===== src/core/gpio_line_map.svh =====
// register offsets, line count, source field width and reset values of the camera line controller
// assumes: included by the package user modules, apb byte addressing
`ifndef GPIO_LINE_MAP_SVH
`define GPIO_LINE_MAP_SVH

`define LINE_COUNT 4
`define OFS_LINE_INDEX_SELECT 12'h000
`define OFS_LINE_DIRECTION 12'h004
`define OFS_LINE_POLARITY_INVERT 12'h008
`define OFS_LINE_OUTPUT_SOURCE 12'h00c
`define OFS_LINE_LEVEL 12'h010
`define OFS_ALL_LINE_LEVELS 12'h014
`define OFS_AUX_RAIL_ENABLE 12'h018
`define SRC_WIDTH 3
`define RST_DIRECTION 1'h0
`define RST_INVERT 1'h0
`define RST_SOURCE 3'h0
`define RST_AUX_RAIL 1'h0
`define RST_SELECT 2'h0

`endif


===== src/core/gpio_line_pkg.sv =====
// types shared by the camera line controller modules
// assumes: gpio_line_map.svh sits in the include path
`include "gpio_line_map.svh"
package gpio_line_pkg;
	// output source choices in documented order
	typedef enum logic [2:0] {
		SRC_OFF,
		SRC_LINE0,
		SRC_LINE1,
		SRC_LINE2,
		SRC_LINE3,
		SRC_EXPOSING,
		SRC_TRIG_READY,
		SRC_SERIAL_TX
	} line_src_e;

	typedef enum logic [1:0] {
		BUS_IDLE,
		BUS_ACCESS
	} bus_state_e;

	typedef struct packed {
		logic [3:0] dirOut;
		logic [3:0] invert;
		logic [3:0][2:0] source;
	} line_cfg_s;
endpackage


===== src/core/line_cfg_store.sv =====
// per-line configuration store: direction, inversion and output source for all four lines
// assumes: one write port addressed by the line selector, all lines readable in parallel
`timescale 1ns/10ps
module line_cfg_store
	import gpio_line_pkg::*;
(
	input wire logic clk, // system clock
	input wire logic rst, // synchronous reset, active high
	input wire logic ce, // clock enable
	input wire logic wrDir, // write direction of selected line
	input wire logic wrInv, // write inversion of selected line
	input wire logic wrSrc, // write source of selected line
	input wire logic [1:0] sel, // selected line
	input wire logic [31:0] wdata, // write data
	output line_cfg_s cfg // registered configuration
);
	typedef struct packed {
		line_cfg_s cfg;
	} store_s;

	store_s cur_ff;
	store_s nxt_cur;

	assign cfg = cur_ff.cfg;

	// update only the selected line's fields
	always_comb begin
		nxt_cur = cur_ff;
		if (wrDir) begin
			nxt_cur.cfg.dirOut[sel] = wdata[0];
		end
		if (wrInv) begin
			nxt_cur.cfg.invert[sel] = wdata[0];
		end
		if (wrSrc) begin
			nxt_cur.cfg.source[sel] = wdata[2:0];
		end
	end

	// input, no inversion, source off after reset
	always_ff @(posedge clk) begin
		if (rst) begin
			cur_ff.cfg.dirOut <= {`LINE_COUNT{`RST_DIRECTION}};
			cur_ff.cfg.invert <= {`LINE_COUNT{`RST_INVERT}};
			cur_ff.cfg.source <= {`LINE_COUNT{`RST_SOURCE}};
		end else if (ce) begin
			cur_ff <= nxt_cur;
		end
	end
endmodule


===== src/core/line_drive.sv =====
// pin-side datapath: builds each line's drive value and enable, and its logical level
// assumes: pin inputs synchronous to clk, outputs registered by the caller
`timescale 1ns/10ps
module line_drive
	import gpio_line_pkg::*;
(
	input line_cfg_s cfg, // line configuration
	input wire logic [3:0] pinIn, // pin levels seen at the connector
	input wire logic sensorExposingFlag, // sensor exposing
	input wire logic triggerReadyFlag, // ready for frame start trigger
	input wire logic serialTxSource, // serial transmit data
	output logic [3:0] driveVal, // value to put on each pin
	output logic [3:0] driveEn, // drive enable per pin
	output logic [3:0] level // logical level of each line after inversion
);
	// chosen internal signal for one source code
	function automatic logic pickSource(input logic [2:0] code, input logic [3:0] lv,
		input logic expo, input logic trig, input logic tx);
		logic r;
		r = 1'b0;
		case (line_src_e'(code))
			SRC_LINE0: r = lv[0];
			SRC_LINE1: r = lv[1];
			SRC_LINE2: r = lv[2];
			SRC_LINE3: r = lv[3];
			SRC_EXPOSING: r = expo;
			SRC_TRIG_READY: r = trig;
			SRC_SERIAL_TX: r = tx;
			default: r = 1'b0;
		endcase
		return r;
	endfunction

	genvar gi;
	generate
		for (gi = 0; gi < `LINE_COUNT; gi++) begin : g_line
			// level seen inside is the pin level through the inverter
			assign level[gi] = pinIn[gi] ^ cfg.invert[gi];
			// drive only in output mode and when a source is chosen
			assign driveEn[gi] = cfg.dirOut[gi] && (cfg.source[gi] != `RST_SOURCE);
			// source value inverted on the way out
			assign driveVal[gi] = pickSource(cfg.source[gi], level, sensorExposingFlag,
				triggerReadyFlag, serialTxSource) ^ cfg.invert[gi];
		end
	endgenerate
endmodule


===== src/core/camera_gpio_line_control.sv =====
// top of the camera line controller: apb register slave plus four connector lines
// assumes: apb master on clk, pins already synchronous to clk, pads resolve from enables
//
// How it works
// - four lines; a selector picks which line the per-line settings address
// - each line has input or output direction; driven only when output
// - inversion flips the selected line's signal in both directions
// - single-line level reads one when the selected line is high after its inverter
// - all-lines word gives line n level at bit n
// - output source acts only while the line is an output
// - a line source copies another line's level, a loop back
// - exposing and trigger-ready flags can be driven as sources
// - read-write bit switches the auxiliary rail onto the connector
// - any line can carry serial transmit as its source; line 1's level is serial receive
// - serial reaches a pin only as a source; off drives nothing
`timescale 1ns/10ps
module camera_gpio_line_control
	import gpio_line_pkg::*;
(
	input wire logic clk, // system clock
	input wire logic rst, // synchronous reset, active high
	input wire logic ce, // clock enable, freezes state when low
	input wire logic psel, // apb select
	input wire logic penable, // apb enable
	input wire logic pwrite, // apb direction
	input wire logic [11:0] paddr, // apb byte address
	input wire logic [31:0] pwdata, // apb write data
	input wire logic [3:0] pstrb, // apb byte strobes
	output logic [31:0] prdata, // apb read data
	output logic pready, // apb ready
	output logic pslverr, // apb error for unmapped address
	input wire logic [3:0] lineIn, // connector line pin inputs
	output logic [3:0] lineOut, // connector line pin output values
	output logic [3:0] lineOe, // connector line output enables, high drives
	input wire logic sensorExposingFlag, // sensor exposing
	input wire logic triggerReadyFlag, // camera ready for frame start trigger
	input wire logic serialTxSource, // serial transmit data
	output logic serialRxData, // serial receive data taken from line 1
	output logic auxRailEnable // auxiliary 3.3v rail switch
);
	typedef struct packed {
		bus_state_e bus;
		logic [1:0] sel;
		logic aux;
		logic [31:0] rdata;
		logic ready;
		logic err;
		logic [3:0] pinOut;
		logic [3:0] pinOe;
		logic rx;
	} top_s;

	top_s cur_ff;
	top_s nxt_cur;
	line_cfg_s cfg;
	logic [3:0] driveVal;
	logic [3:0] driveEn;
	logic [3:0] level;
	logic wrDir;
	logic wrInv;
	logic wrSrc;
	logic accessWr;

	// true when the address names a register
	function automatic logic isMapped(input logic [11:0] a);
		case (a)
			`OFS_LINE_INDEX_SELECT, `OFS_LINE_DIRECTION, `OFS_LINE_POLARITY_INVERT,
			`OFS_LINE_OUTPUT_SOURCE, `OFS_LINE_LEVEL, `OFS_ALL_LINE_LEVELS,
			`OFS_AUX_RAIL_ENABLE: isMapped = 1'b1;
			default: isMapped = 1'b0;
		endcase
	endfunction

	// outputs straight from flip-flops
	assign prdata = cur_ff.rdata;
	assign pready = cur_ff.ready;
	assign pslverr = cur_ff.err;
	assign lineOut = cur_ff.pinOut;
	assign lineOe = cur_ff.pinOe;
	assign serialRxData = cur_ff.rx;
	assign auxRailEnable = cur_ff.aux;

	// a write lands at the edge that ends the access phase (pready high), with byte 0 enabled
	assign accessWr = (cur_ff.bus == BUS_ACCESS) && psel && penable && pwrite && pstrb[0];
	assign wrDir = accessWr && (paddr == `OFS_LINE_DIRECTION);
	assign wrInv = accessWr && (paddr == `OFS_LINE_POLARITY_INVERT);
	assign wrSrc = accessWr && (paddr == `OFS_LINE_OUTPUT_SOURCE);

	line_cfg_store u_store (
		.clk(clk),
		.rst(rst),
		.ce(ce),
		.wrDir(wrDir),
		.wrInv(wrInv),
		.wrSrc(wrSrc),
		.sel(cur_ff.sel),
		.wdata(pwdata),
		.cfg(cfg)
	);

	line_drive u_drive (
		.cfg(cfg),
		.pinIn(lineIn),
		.sensorExposingFlag(sensorExposingFlag),
		.triggerReadyFlag(triggerReadyFlag),
		.serialTxSource(serialTxSource),
		.driveVal(driveVal),
		.driveEn(driveEn),
		.level(level)
	);

	// bus slave: setup cycle captures read data, one access cycle answers and commits writes
	always_comb begin
		nxt_cur = cur_ff;
		nxt_cur.pinOut = driveVal;
		nxt_cur.pinOe = driveEn;
		nxt_cur.rx = level[1];
		nxt_cur.ready = 1'b0;
		nxt_cur.err = 1'b0;
		case (cur_ff.bus)
			BUS_IDLE: begin
				if (psel && !penable) begin
					nxt_cur.bus = BUS_ACCESS;
					nxt_cur.ready = 1'b1;
					nxt_cur.err = !isMapped(paddr);
					nxt_cur.rdata = 32'h0000_0000;
					if (!pwrite) begin
						// levels are sampled only at read time
						case (paddr)
							`OFS_LINE_INDEX_SELECT: nxt_cur.rdata[1:0] = cur_ff.sel;
							`OFS_LINE_DIRECTION: nxt_cur.rdata[0] = cfg.dirOut[cur_ff.sel];
							`OFS_LINE_POLARITY_INVERT: nxt_cur.rdata[0] = cfg.invert[cur_ff.sel];
							`OFS_LINE_OUTPUT_SOURCE: nxt_cur.rdata[2:0] = cfg.source[cur_ff.sel];
							`OFS_LINE_LEVEL: nxt_cur.rdata[0] = level[cur_ff.sel];
							`OFS_ALL_LINE_LEVELS: nxt_cur.rdata[3:0] = level;
							`OFS_AUX_RAIL_ENABLE: nxt_cur.rdata[0] = cur_ff.aux;
							default: nxt_cur.rdata = 32'h0000_0000;
						endcase
					end
				end
			end
			BUS_ACCESS: begin
				nxt_cur.bus = BUS_IDLE;
				// writes take effect only as the transfer completes
				if (accessWr && paddr == `OFS_LINE_INDEX_SELECT) begin
					nxt_cur.sel = pwdata[1:0];
				end
				if (accessWr && paddr == `OFS_AUX_RAIL_ENABLE) begin
					nxt_cur.aux = pwdata[0];
				end
			end
			default: begin
				nxt_cur.bus = BUS_IDLE;
			end
		endcase
	end

	// register the whole state; reset leaves pins undriven and rail off
	always_ff @(posedge clk) begin
		if (rst) begin
			cur_ff.bus <= BUS_IDLE;
			cur_ff.sel <= `RST_SELECT;
			cur_ff.aux <= `RST_AUX_RAIL;
			cur_ff.rdata <= 32'h0000_0000;
			cur_ff.ready <= 1'b0;
			cur_ff.err <= 1'b0;
			cur_ff.pinOut <= 4'h0;
			cur_ff.pinOe <= 4'h0;
			cur_ff.rx <= 1'b0;
		end else if (ce) begin
			cur_ff <= nxt_cur;
		end
	end
endmodule


===== config.mk =====
export PLATFORM = sky130hd
export DESIGN_NAME = camera_gpio_line_control
export DESIGN_NICKNAME = d
export VERILOG_FILES = /design/src/core/gpio_line_pkg.sv /design/src/core/line_cfg_store.sv /design/src/core/line_drive.sv /design/src/core/camera_gpio_line_control.sv
export VERILOG_INCLUDE_DIRS = /design/src /design/src/core
export SDC_FILE = /design/constraint.sdc
export NUM_CORES = 1
export LEC_CHECK = 0
export BUFFER_PORTS_ARGS = -buffer_cell sky130_fd_sc_hd__buf_2
export CAP_MARGIN = 0
export CORE_UTILIZATION = 35
export DETAILED_ROUTE_END_ITERATION = 7
export GPL_TIMING_DRIVEN = 0
export MAX_ROUTING_LAYER = met4
export PLACE_DENSITY_LB_ADDON = 0.1
export SYNTH_ARGS = -nofsm -noshare
export SYNTH_HDL_FRONTEND = slang
export SYNTH_HIERARCHICAL = 1
export SYNTH_SLANG_ARGS = --single-unit

===== constraint.sdc =====
create_clock -name clk -period 2.4 [get_ports clk]
set_input_delay 0.6 -clock clk [delete_from_list [all_inputs] [get_ports clk]]
set_output_delay 0.6 -clock clk [all_outputs]
set_load 0.02 [all_outputs]

==> metrics.csv, run 1 <==
metric,value,unit
status,finished clean,
Initial DRC Count,125,
multi-input logic area,0.00167,sq mm
gr ovfl total,0,
drt first pass iters,4,
TritonCTS clock tree,done,
Final Cycle Share,0.971,
Die Y,89.7,um
final hold violations,0,
clock share of power,0.443,
Cells after Synth,296,
num ports,105,
post-layout net count,437,
Worst Max-Slew Pin Slew,0.676,ns
Avg WL per Cell,13.5,um
Final Max Tran Viols,0,
cell-internal power,1.14,mW
Skew-Pair Late Insertion Delay,0.30,ns
synth top area cells,"dfxtp_1 (29%), mux2i_1 (13%), buf_4 (11%)",
"Top FF cell, synth",dfxtp_1,
# DRC,0,
global-route wire length before repair,10700,um
fill count,750,
max-cap violations,0,
Post-synth top cells,"buf_4 (40), dfxtp_1 (39), mux2i_1 (36), nand2b_1 (30), nor2_1 (23)",
Yosys top cell area share,0.290,
Rows,31,
final wirelength,6450,um
RSZ-0062 raised after global routing,no,
Leakage,1.55,nW
share of cells above drive strength 1,0.318,
Avg Inst Size Synth,9.10,sq um
Synth area leader,dfxtp_1,
placed cell area,0.00315,sq mm
Area Growth Syn to Fin,23.6,%
die area,0.00805,sq mm
Placeable Area,0.00733,sq mm
number of synthesized flops with an enable pin,0,
buffer levels on the longest clock path,2,
Psw,0.369,mW
ANT cells,0,
crit path kind,in -> reg,
Worst Setup Start Kind,primary input,
power density cells,453,mW/mm^2
endpoint class of the critical path,flip-flop,
post-synthesis sequential area ratio,0.290,
Worst EP arrival,2.57,ns
initial antenna violation count,0,
FF+latch area,781,sq um
vias in the first global route,2069,
Util after Layout,0.454,
Max Fclk,429,MHz
clock slew at reported path FFs,0.08,ns
CP required,2.64,ns
H-tree Lvls,2,
dpl hpwl,5010,um
Tot GR Track Use,0.173,
Num CTS Buffers,5,
Final ANT Viol Nets,0,
DR vias/cell,4.71,
Die X,89.7,um
fin crit period,2.33,ns
most numerous cell in the Yosys netlist,buf_4,
critical-path maximum fanout,5,
ys async rst share,0,
"Distinct cells, synth",51,
Seq cells post-synth,39,
# setup viols final,0,
Hold WC Path Type,reg -> reg,
GPL Wtd Cong,0.795,
Worst Skew,0.00712,ns
clock sinks,39,
Slew headroom,0.548,
Syn. warnings,6,
clock root cell,clkbuf_8,
Mapped Area,0.00269,sq mm
Peak VDD IR,0.000275,V
initial core utilization,0.367,
Sw Share,0.245,
total power draw,1.51,mW
maximum number of pins on one net before global-route repair,14,
"Design Area, Final",0.00333,sq mm
IO buf count,43,
sequential power share,0.431,
Comb power frac,0.125,
vias,2242,
-- cell families (layout without fill, tap and decap cells) --
logic type / after synthesis / in the layout / share of synthesized area
flip-flops: 39 / 39 / 0.290
XOR/XNOR: 8 / 8 / 0.0288
AO/OA/AOI/OAI: 34 / 34 / 0.102
AND/OR/NAND/NOR: 113 / 113 / 0.258
other: 1 / 28 / 0.00139
buffers and inverters: 58 / 112 / 0.140
multiplexers: 43 / 43 / 0.180
-- path summary, 6_finish.rpt --
kind,start,end,slack [ns],cells past startpoint
hold / removal,pready$_SDFFE_PP0P_,pready$_SDFFE_PP0P_,0.46,2
setup / recovery,paddr[9],u_store/cfg[12]$_SDFFE_PP0P_,0.07,7
hold reg to reg,pready$_SDFFE_PP0P_,pready$_SDFFE_PP0P_,0.46,2
setup reg to reg,u_store/cfg[14]$_SDFFE_PP0P_,prdata[0]$_SDFFE_PP0P_,0.52,6
-- metal layers --
layer	global-route usage	routed length [um]	vias to the layer above
met2	0.258	2880	52
li1	-	-	1152
met5	-	0	-
met3	0.0296	268	11
met1	0.235	3180	1027
met4	0.0587	119	0
-- placed cells by master (no fill, tap or decap), drive strengths merged, types with 2 or more instances in the layout --
| cell | instances |
|---|---|
| mux2 | 3 |
| buf | 93 |
| nand4b | 7 |
| a31oi | 2 |
| o211ai | 5 |
| a22oi | 5 |
| and3b | 5 |
| mux4 | 4 |
| nor3 | 5 |
| mux2i | 36 |
| and2 | 2 |
| nand4 | 2 |
| nand2 | 10 |
| and4 | 2 |
| a32oi | 5 |
| o31a | 3 |
| nor2b | 4 |
| nor2 | 23 |
| nand4bb | 2 |
| dfxtp | 39 |
| inv | 4 |
| or4 | 2 |
| and3 | 2 |
| conb | 28 |
| xor2 | 8 |
| clkbuf | 12 |
| nand2b | 30 |
| a21oi | 7 |
| nand3 | 10 |
| bufinv | 2 |
-- sequential cells by signal, summed over array words and instances, names as in the netlist --
| signal | flops |
|---|---|
| auxRailEnable | 1 |
| cur_ff | 3 |
| lineOe | 4 |
| lineOut | 4 |
| prdata | 4 |
| pready | 1 |
| pslverr | 1 |
| serialRxData | 1 |
| u_store/cfg | 20 |
-- cell type report --
cell class,instances,area share
inverter,4,0.00451
clock buffer,5,0.0207
sequential,39,0.234
multi-input combinational,226,0.503
buffer,54,0.109
tap,99,0.0372
clock inverter,3,0.0203
timing repair buffer,46,0.0714
-- what timing repair did --
action,CTS,global route
hold endpoints to repair,0,0
hold buffers,0,0
setup endpoints to repair,9,5
pin swaps,0,1
gates resized for setup,2,3
setup buffers,0,3
-- critical path, cell delays in order --
cell and delay (ns):
buf_2 0.10, or4_4 0.54, nor3_4 0.28, nand2_1 0.08
nor3_1 0.48, and4bb_2 0.33, mux2i_1 0.17
-- power groups by stage --
stage / Clock, mW / Combinational (mW) / Sequential [mW]
2_1_floorplan: 0 / 0.132 / 0.669
3_3_place_gp: 0 / 0.187 / 0.666
3_5_place_dp: 0 / 0.187 / 0.666
4_1_cts: 0.685 / 0.188 / 0.651
5_1_grt: 0.707 / 0.205 / 0.651
6_report: 0.670 / 0.189 / 0.651
-- per-stage QoR --
| step | TNS [ns] | instances | hold WS (ns) | setup WS (ns) |
|---|---|---|---|---|
| floorplan | -0.0154 | 323 | 0.426 | -0.00513 |
| global placement | -5.04 | 465 | 0.454 | -0.423 |
| detailed placement | -5.25 | 465 | 0.453 | -0.438 |
| CTS | 0 | 473 | 0.466 | 0.0472 |
| global route | 0 | 476 | 0.513 | 0.0114 |
| finish | 0 | 476 | 0.462 | 0.0707 |
Note: power is estimated with default switching activity, not from simulation.
==> inputs of run 2 (changes only) <==
--- a/config.mk
+++ b/config.mk
@@ -6,13 +6,13 @@
 export SDC_FILE = /design/constraint.sdc
 export NUM_CORES = 1
 export LEC_CHECK = 0
+export ABC_CLOCK_PERIOD_IN_PS = 2400
 export BUFFER_PORTS_ARGS = -buffer_cell sky130_fd_sc_hd__buf_2
 export CAP_MARGIN = 0
 export CORE_UTILIZATION = 35
 export DETAILED_ROUTE_END_ITERATION = 7
 export GPL_TIMING_DRIVEN = 0
 export MAX_ROUTING_LAYER = met4
-export PLACE_DENSITY_LB_ADDON = 0.1
 export SYNTH_ARGS = -nofsm -noshare
 export SYNTH_HDL_FRONTEND = slang
 export SYNTH_HIERARCHICAL = 1
==> metrics.csv, run 2 (synthesis gave the netlist of run 1 again) <==
metric,value,unit,change
status,finished clean,,
Worst Setup Start Kind,primary input,,
Skew-Pair Late Insertion Delay,0.30,ns,about the same
num ports,105,,unchanged
Initial DRC Count,133,,+6.4%
die area,0.00805,sq mm,unchanged
gr ovfl total,0,,unchanged
ANT cells,0,,unchanged
worst flop-to-flop path endpoint,lineOut[1]$_SDFFE_PP0P_,,
# DRC,0,,unchanged
Worst Reg-to-Reg Cells,6,,unchanged
Post-Layout Cell Count,473,,-0.63%
critical-path maximum fanout,6,,+1
Rows,31,,unchanged
maximum number of pins on one net before global-route repair,13,,-1
post-layout net count,434,,-0.69%
Hold WC Path Type,reg -> reg,,
initial antenna violation count,0,,unchanged
vias,2258,,+0.71%
Final ANT Viol Nets,0,,unchanged
Final Cycle Share,0.979,,+0.00886
dpl hpwl,4920,um,-1.8%
Critical Path Max Stage Delay,0.54,ns,about the same
placed cell area,0.00315,sq mm,unchanged
Tot GR Track Use,0.162,,-0.0106
Max Fclk,425,MHz,-0.90%
fill count,745,,-0.67%
Worst EP arrival,2.59,ns,+0.02 ns
setup TNS,0,ns,unchanged
TritonCTS clock tree,done,,
Setup crit end,u_store/cfg[9]$_SDFFE_PP0P_,,
drt first pass iters,5,,+1
CP required,2.64,ns,about the same
DR vias/cell,4.77,,+1.4%
final wirelength,6300,um,-2.2%
Worst setup startpoint,paddr[9],,
Die X,89.7,um,unchanged
clock root cell,clkbuf_8,,
final hold violations,0,,unchanged
Min Hold Slack,0.471,ns,+0.00855 ns
Area Growth Syn to Fin,20.8,%,
RSZ-0062 raised after global routing,yes,,
Avg WL per Cell,13.3,um,-1.6%
Reg2Reg Launch Point,u_store/cfg[13]$_SDFFE_PP0P_,,
share of cells above drive strength 1,0.310,,-0.00814
"Design Area, Final",0.00325,sq mm,-2.3%
buffer levels on the longest clock path,2,,unchanged
clock sinks,39,,unchanged
critical-path cell list,buf_2 > or4_4 > nor3_4 > nand3_1 > nor2_2 > and4_1 > buf_2 > mux2i_1,,
Crit-path slowest cell,or4_4,,
Peak VDD IR,0.000212,V,-23%
Sw Share,0.271,,+0.0264
placed cells,465,,unchanged
flop2flop setup slack,0.44,ns,-0.08 ns
Psw,0.357,mW,-3.2%
crit path kind,in -> reg,,
IO buf count,43,,unchanged
"most common cell after layout, fill and taps aside",buf_2,,
Placeable Area,0.00733,sq mm,unchanged
most frequent cells in the layout,"buf_2 (50), buf_4 (40), dfxtp_1 (39)",,
cell-internal power,0.961,mW,-16%
H-tree Lvls,2,,unchanged
Largest Register,u_store/cfg,,
Worst Max-Slew Pin Slew,0.787,ns,+0.112 ns
Util after Layout,0.444,,-0.0102
endpoint class of the critical path,flip-flop,,
max-cap violations,0,,unchanged
post-CTS setup repair buffer count,0,,unchanged
max reg flops,20,,unchanged
fin crit period,2.35,ns,+0.0213 ns
Comb power frac,0.142,,+0.017
Final Max Tran Viols,0,,unchanged
critical path's most frequent cell,buf_2,,
total power draw,1.32,mW,-13%
GPL Wtd Cong,0.844,,+6.2%
global-route wire length before repair,10200,um,-4.7%
power density cells,405,mW/mm^2,-11%
final setup margin,0.0495,ns,-0.0213 ns
Num CTS Buffers,5,,unchanged
Die Y,89.7,um,unchanged
pre-CTS WS,-0.440,ns,-0.00239 ns
initial core utilization,0.367,,unchanged
vias in the first global route,2070,,+0.048%
Worst Skew,0.0120,ns,+0.00492 ns
clock slew at reported path FFs,0.08,ns,about the same
clock share of power,0.364,,-0.079
# setup viols final,0,,unchanged
Leakage,1.51,nW,-2.3%
sequential power share,0.494,,+0.063
Slew headroom,0.473,,-0.0747
-- run 2: cell types whose count changed in the layout (fill, tap and decap cells not counted), sizes merged --
cell | before | now
clkinvlp | 1 | 0
clkbuf | 12 | 14
clkinv | 0 | 1
bufinv | 2 | 0
buf | 93 | 90
-- run 2: cell type report --
type,instances,area [sq um],area share
clock buffer,7,86.3,0.0265
multi-input combinational,226,1660,0.511
inverter,4,15.0,0.00461
sequential,39,781,0.240
clock inverter,1,8.76,0.00269
timing repair buffer,43,215,0.0661
buffer,54,362,0.111
tap,99,124,0.0381
-- run 2: timing repair --
action,4_1_cts,5_1_grt
hold buffers,0,0
pin swaps,0,0
gates cloned,0,0
gates resized for setup,2,1
setup endpoints to repair,10,5
-- run 2: power by group through the flow --
| stage | clock [mW] | sequential, mW | combinational [mW] |
|---|---|---|---|
| 2_1_floorplan | 0 | 0.669 | 0.132 |
| 3_3_place_gp | 0 | 0.666 | 0.184 |
| 3_5_place_dp | 0 | 0.666 | 0.186 |
| 4_1_cts | 0.490 | 0.651 | 0.187 |
| 5_1_grt | 0.514 | 0.651 | 0.202 |
| 6_report | 0.480 | 0.651 | 0.187 |
-- run 2: routing by layer --
layer / global-route usage / part of all wire / up-vias
met5: - / 0 / -
li1: - / - / 1144
met3: 0.0305 / 0.053 / 8
met4: 0.0519 / 0.010 / 0
met2: 0.259 / 0.46 / 68
met1: 0.206 / 0.47 / 1038
-- run 2: worst min-delay path by stage --
| stage | start | end | slack (ns) | depth (start not counted) |
|---|---|---|---|---|
| floorplan | prdata[2]$_SDFFE_PP0P_ | prdata[2]$_SDFFE_PP0P_ | 0.43 | 2 |
| global placement | prdata[2]$_SDFFE_PP0P_ | prdata[2]$_SDFFE_PP0P_ | 0.45 | 2 |
| detailed placement | pready$_SDFFE_PP0P_ | pready$_SDFFE_PP0P_ | 0.46 | 2 |
| CTS | pready$_SDFFE_PP0P_ | pready$_SDFFE_PP0P_ | 0.48 | 2 |
| global route | pready$_SDFFE_PP0P_ | pready$_SDFFE_PP0P_ | 0.50 | 2 |
| finish | pready$_SDFFE_PP0P_ | pready$_SDFFE_PP0P_ | 0.47 | 2 |
-- run 2: critical path, delay by kind of cell --
family / cells / cell delay (ns)
buffers and inverters: 2 / 0.26
muxes: 1 / 0.18
and+or+nand+nor: 5 / 1.55
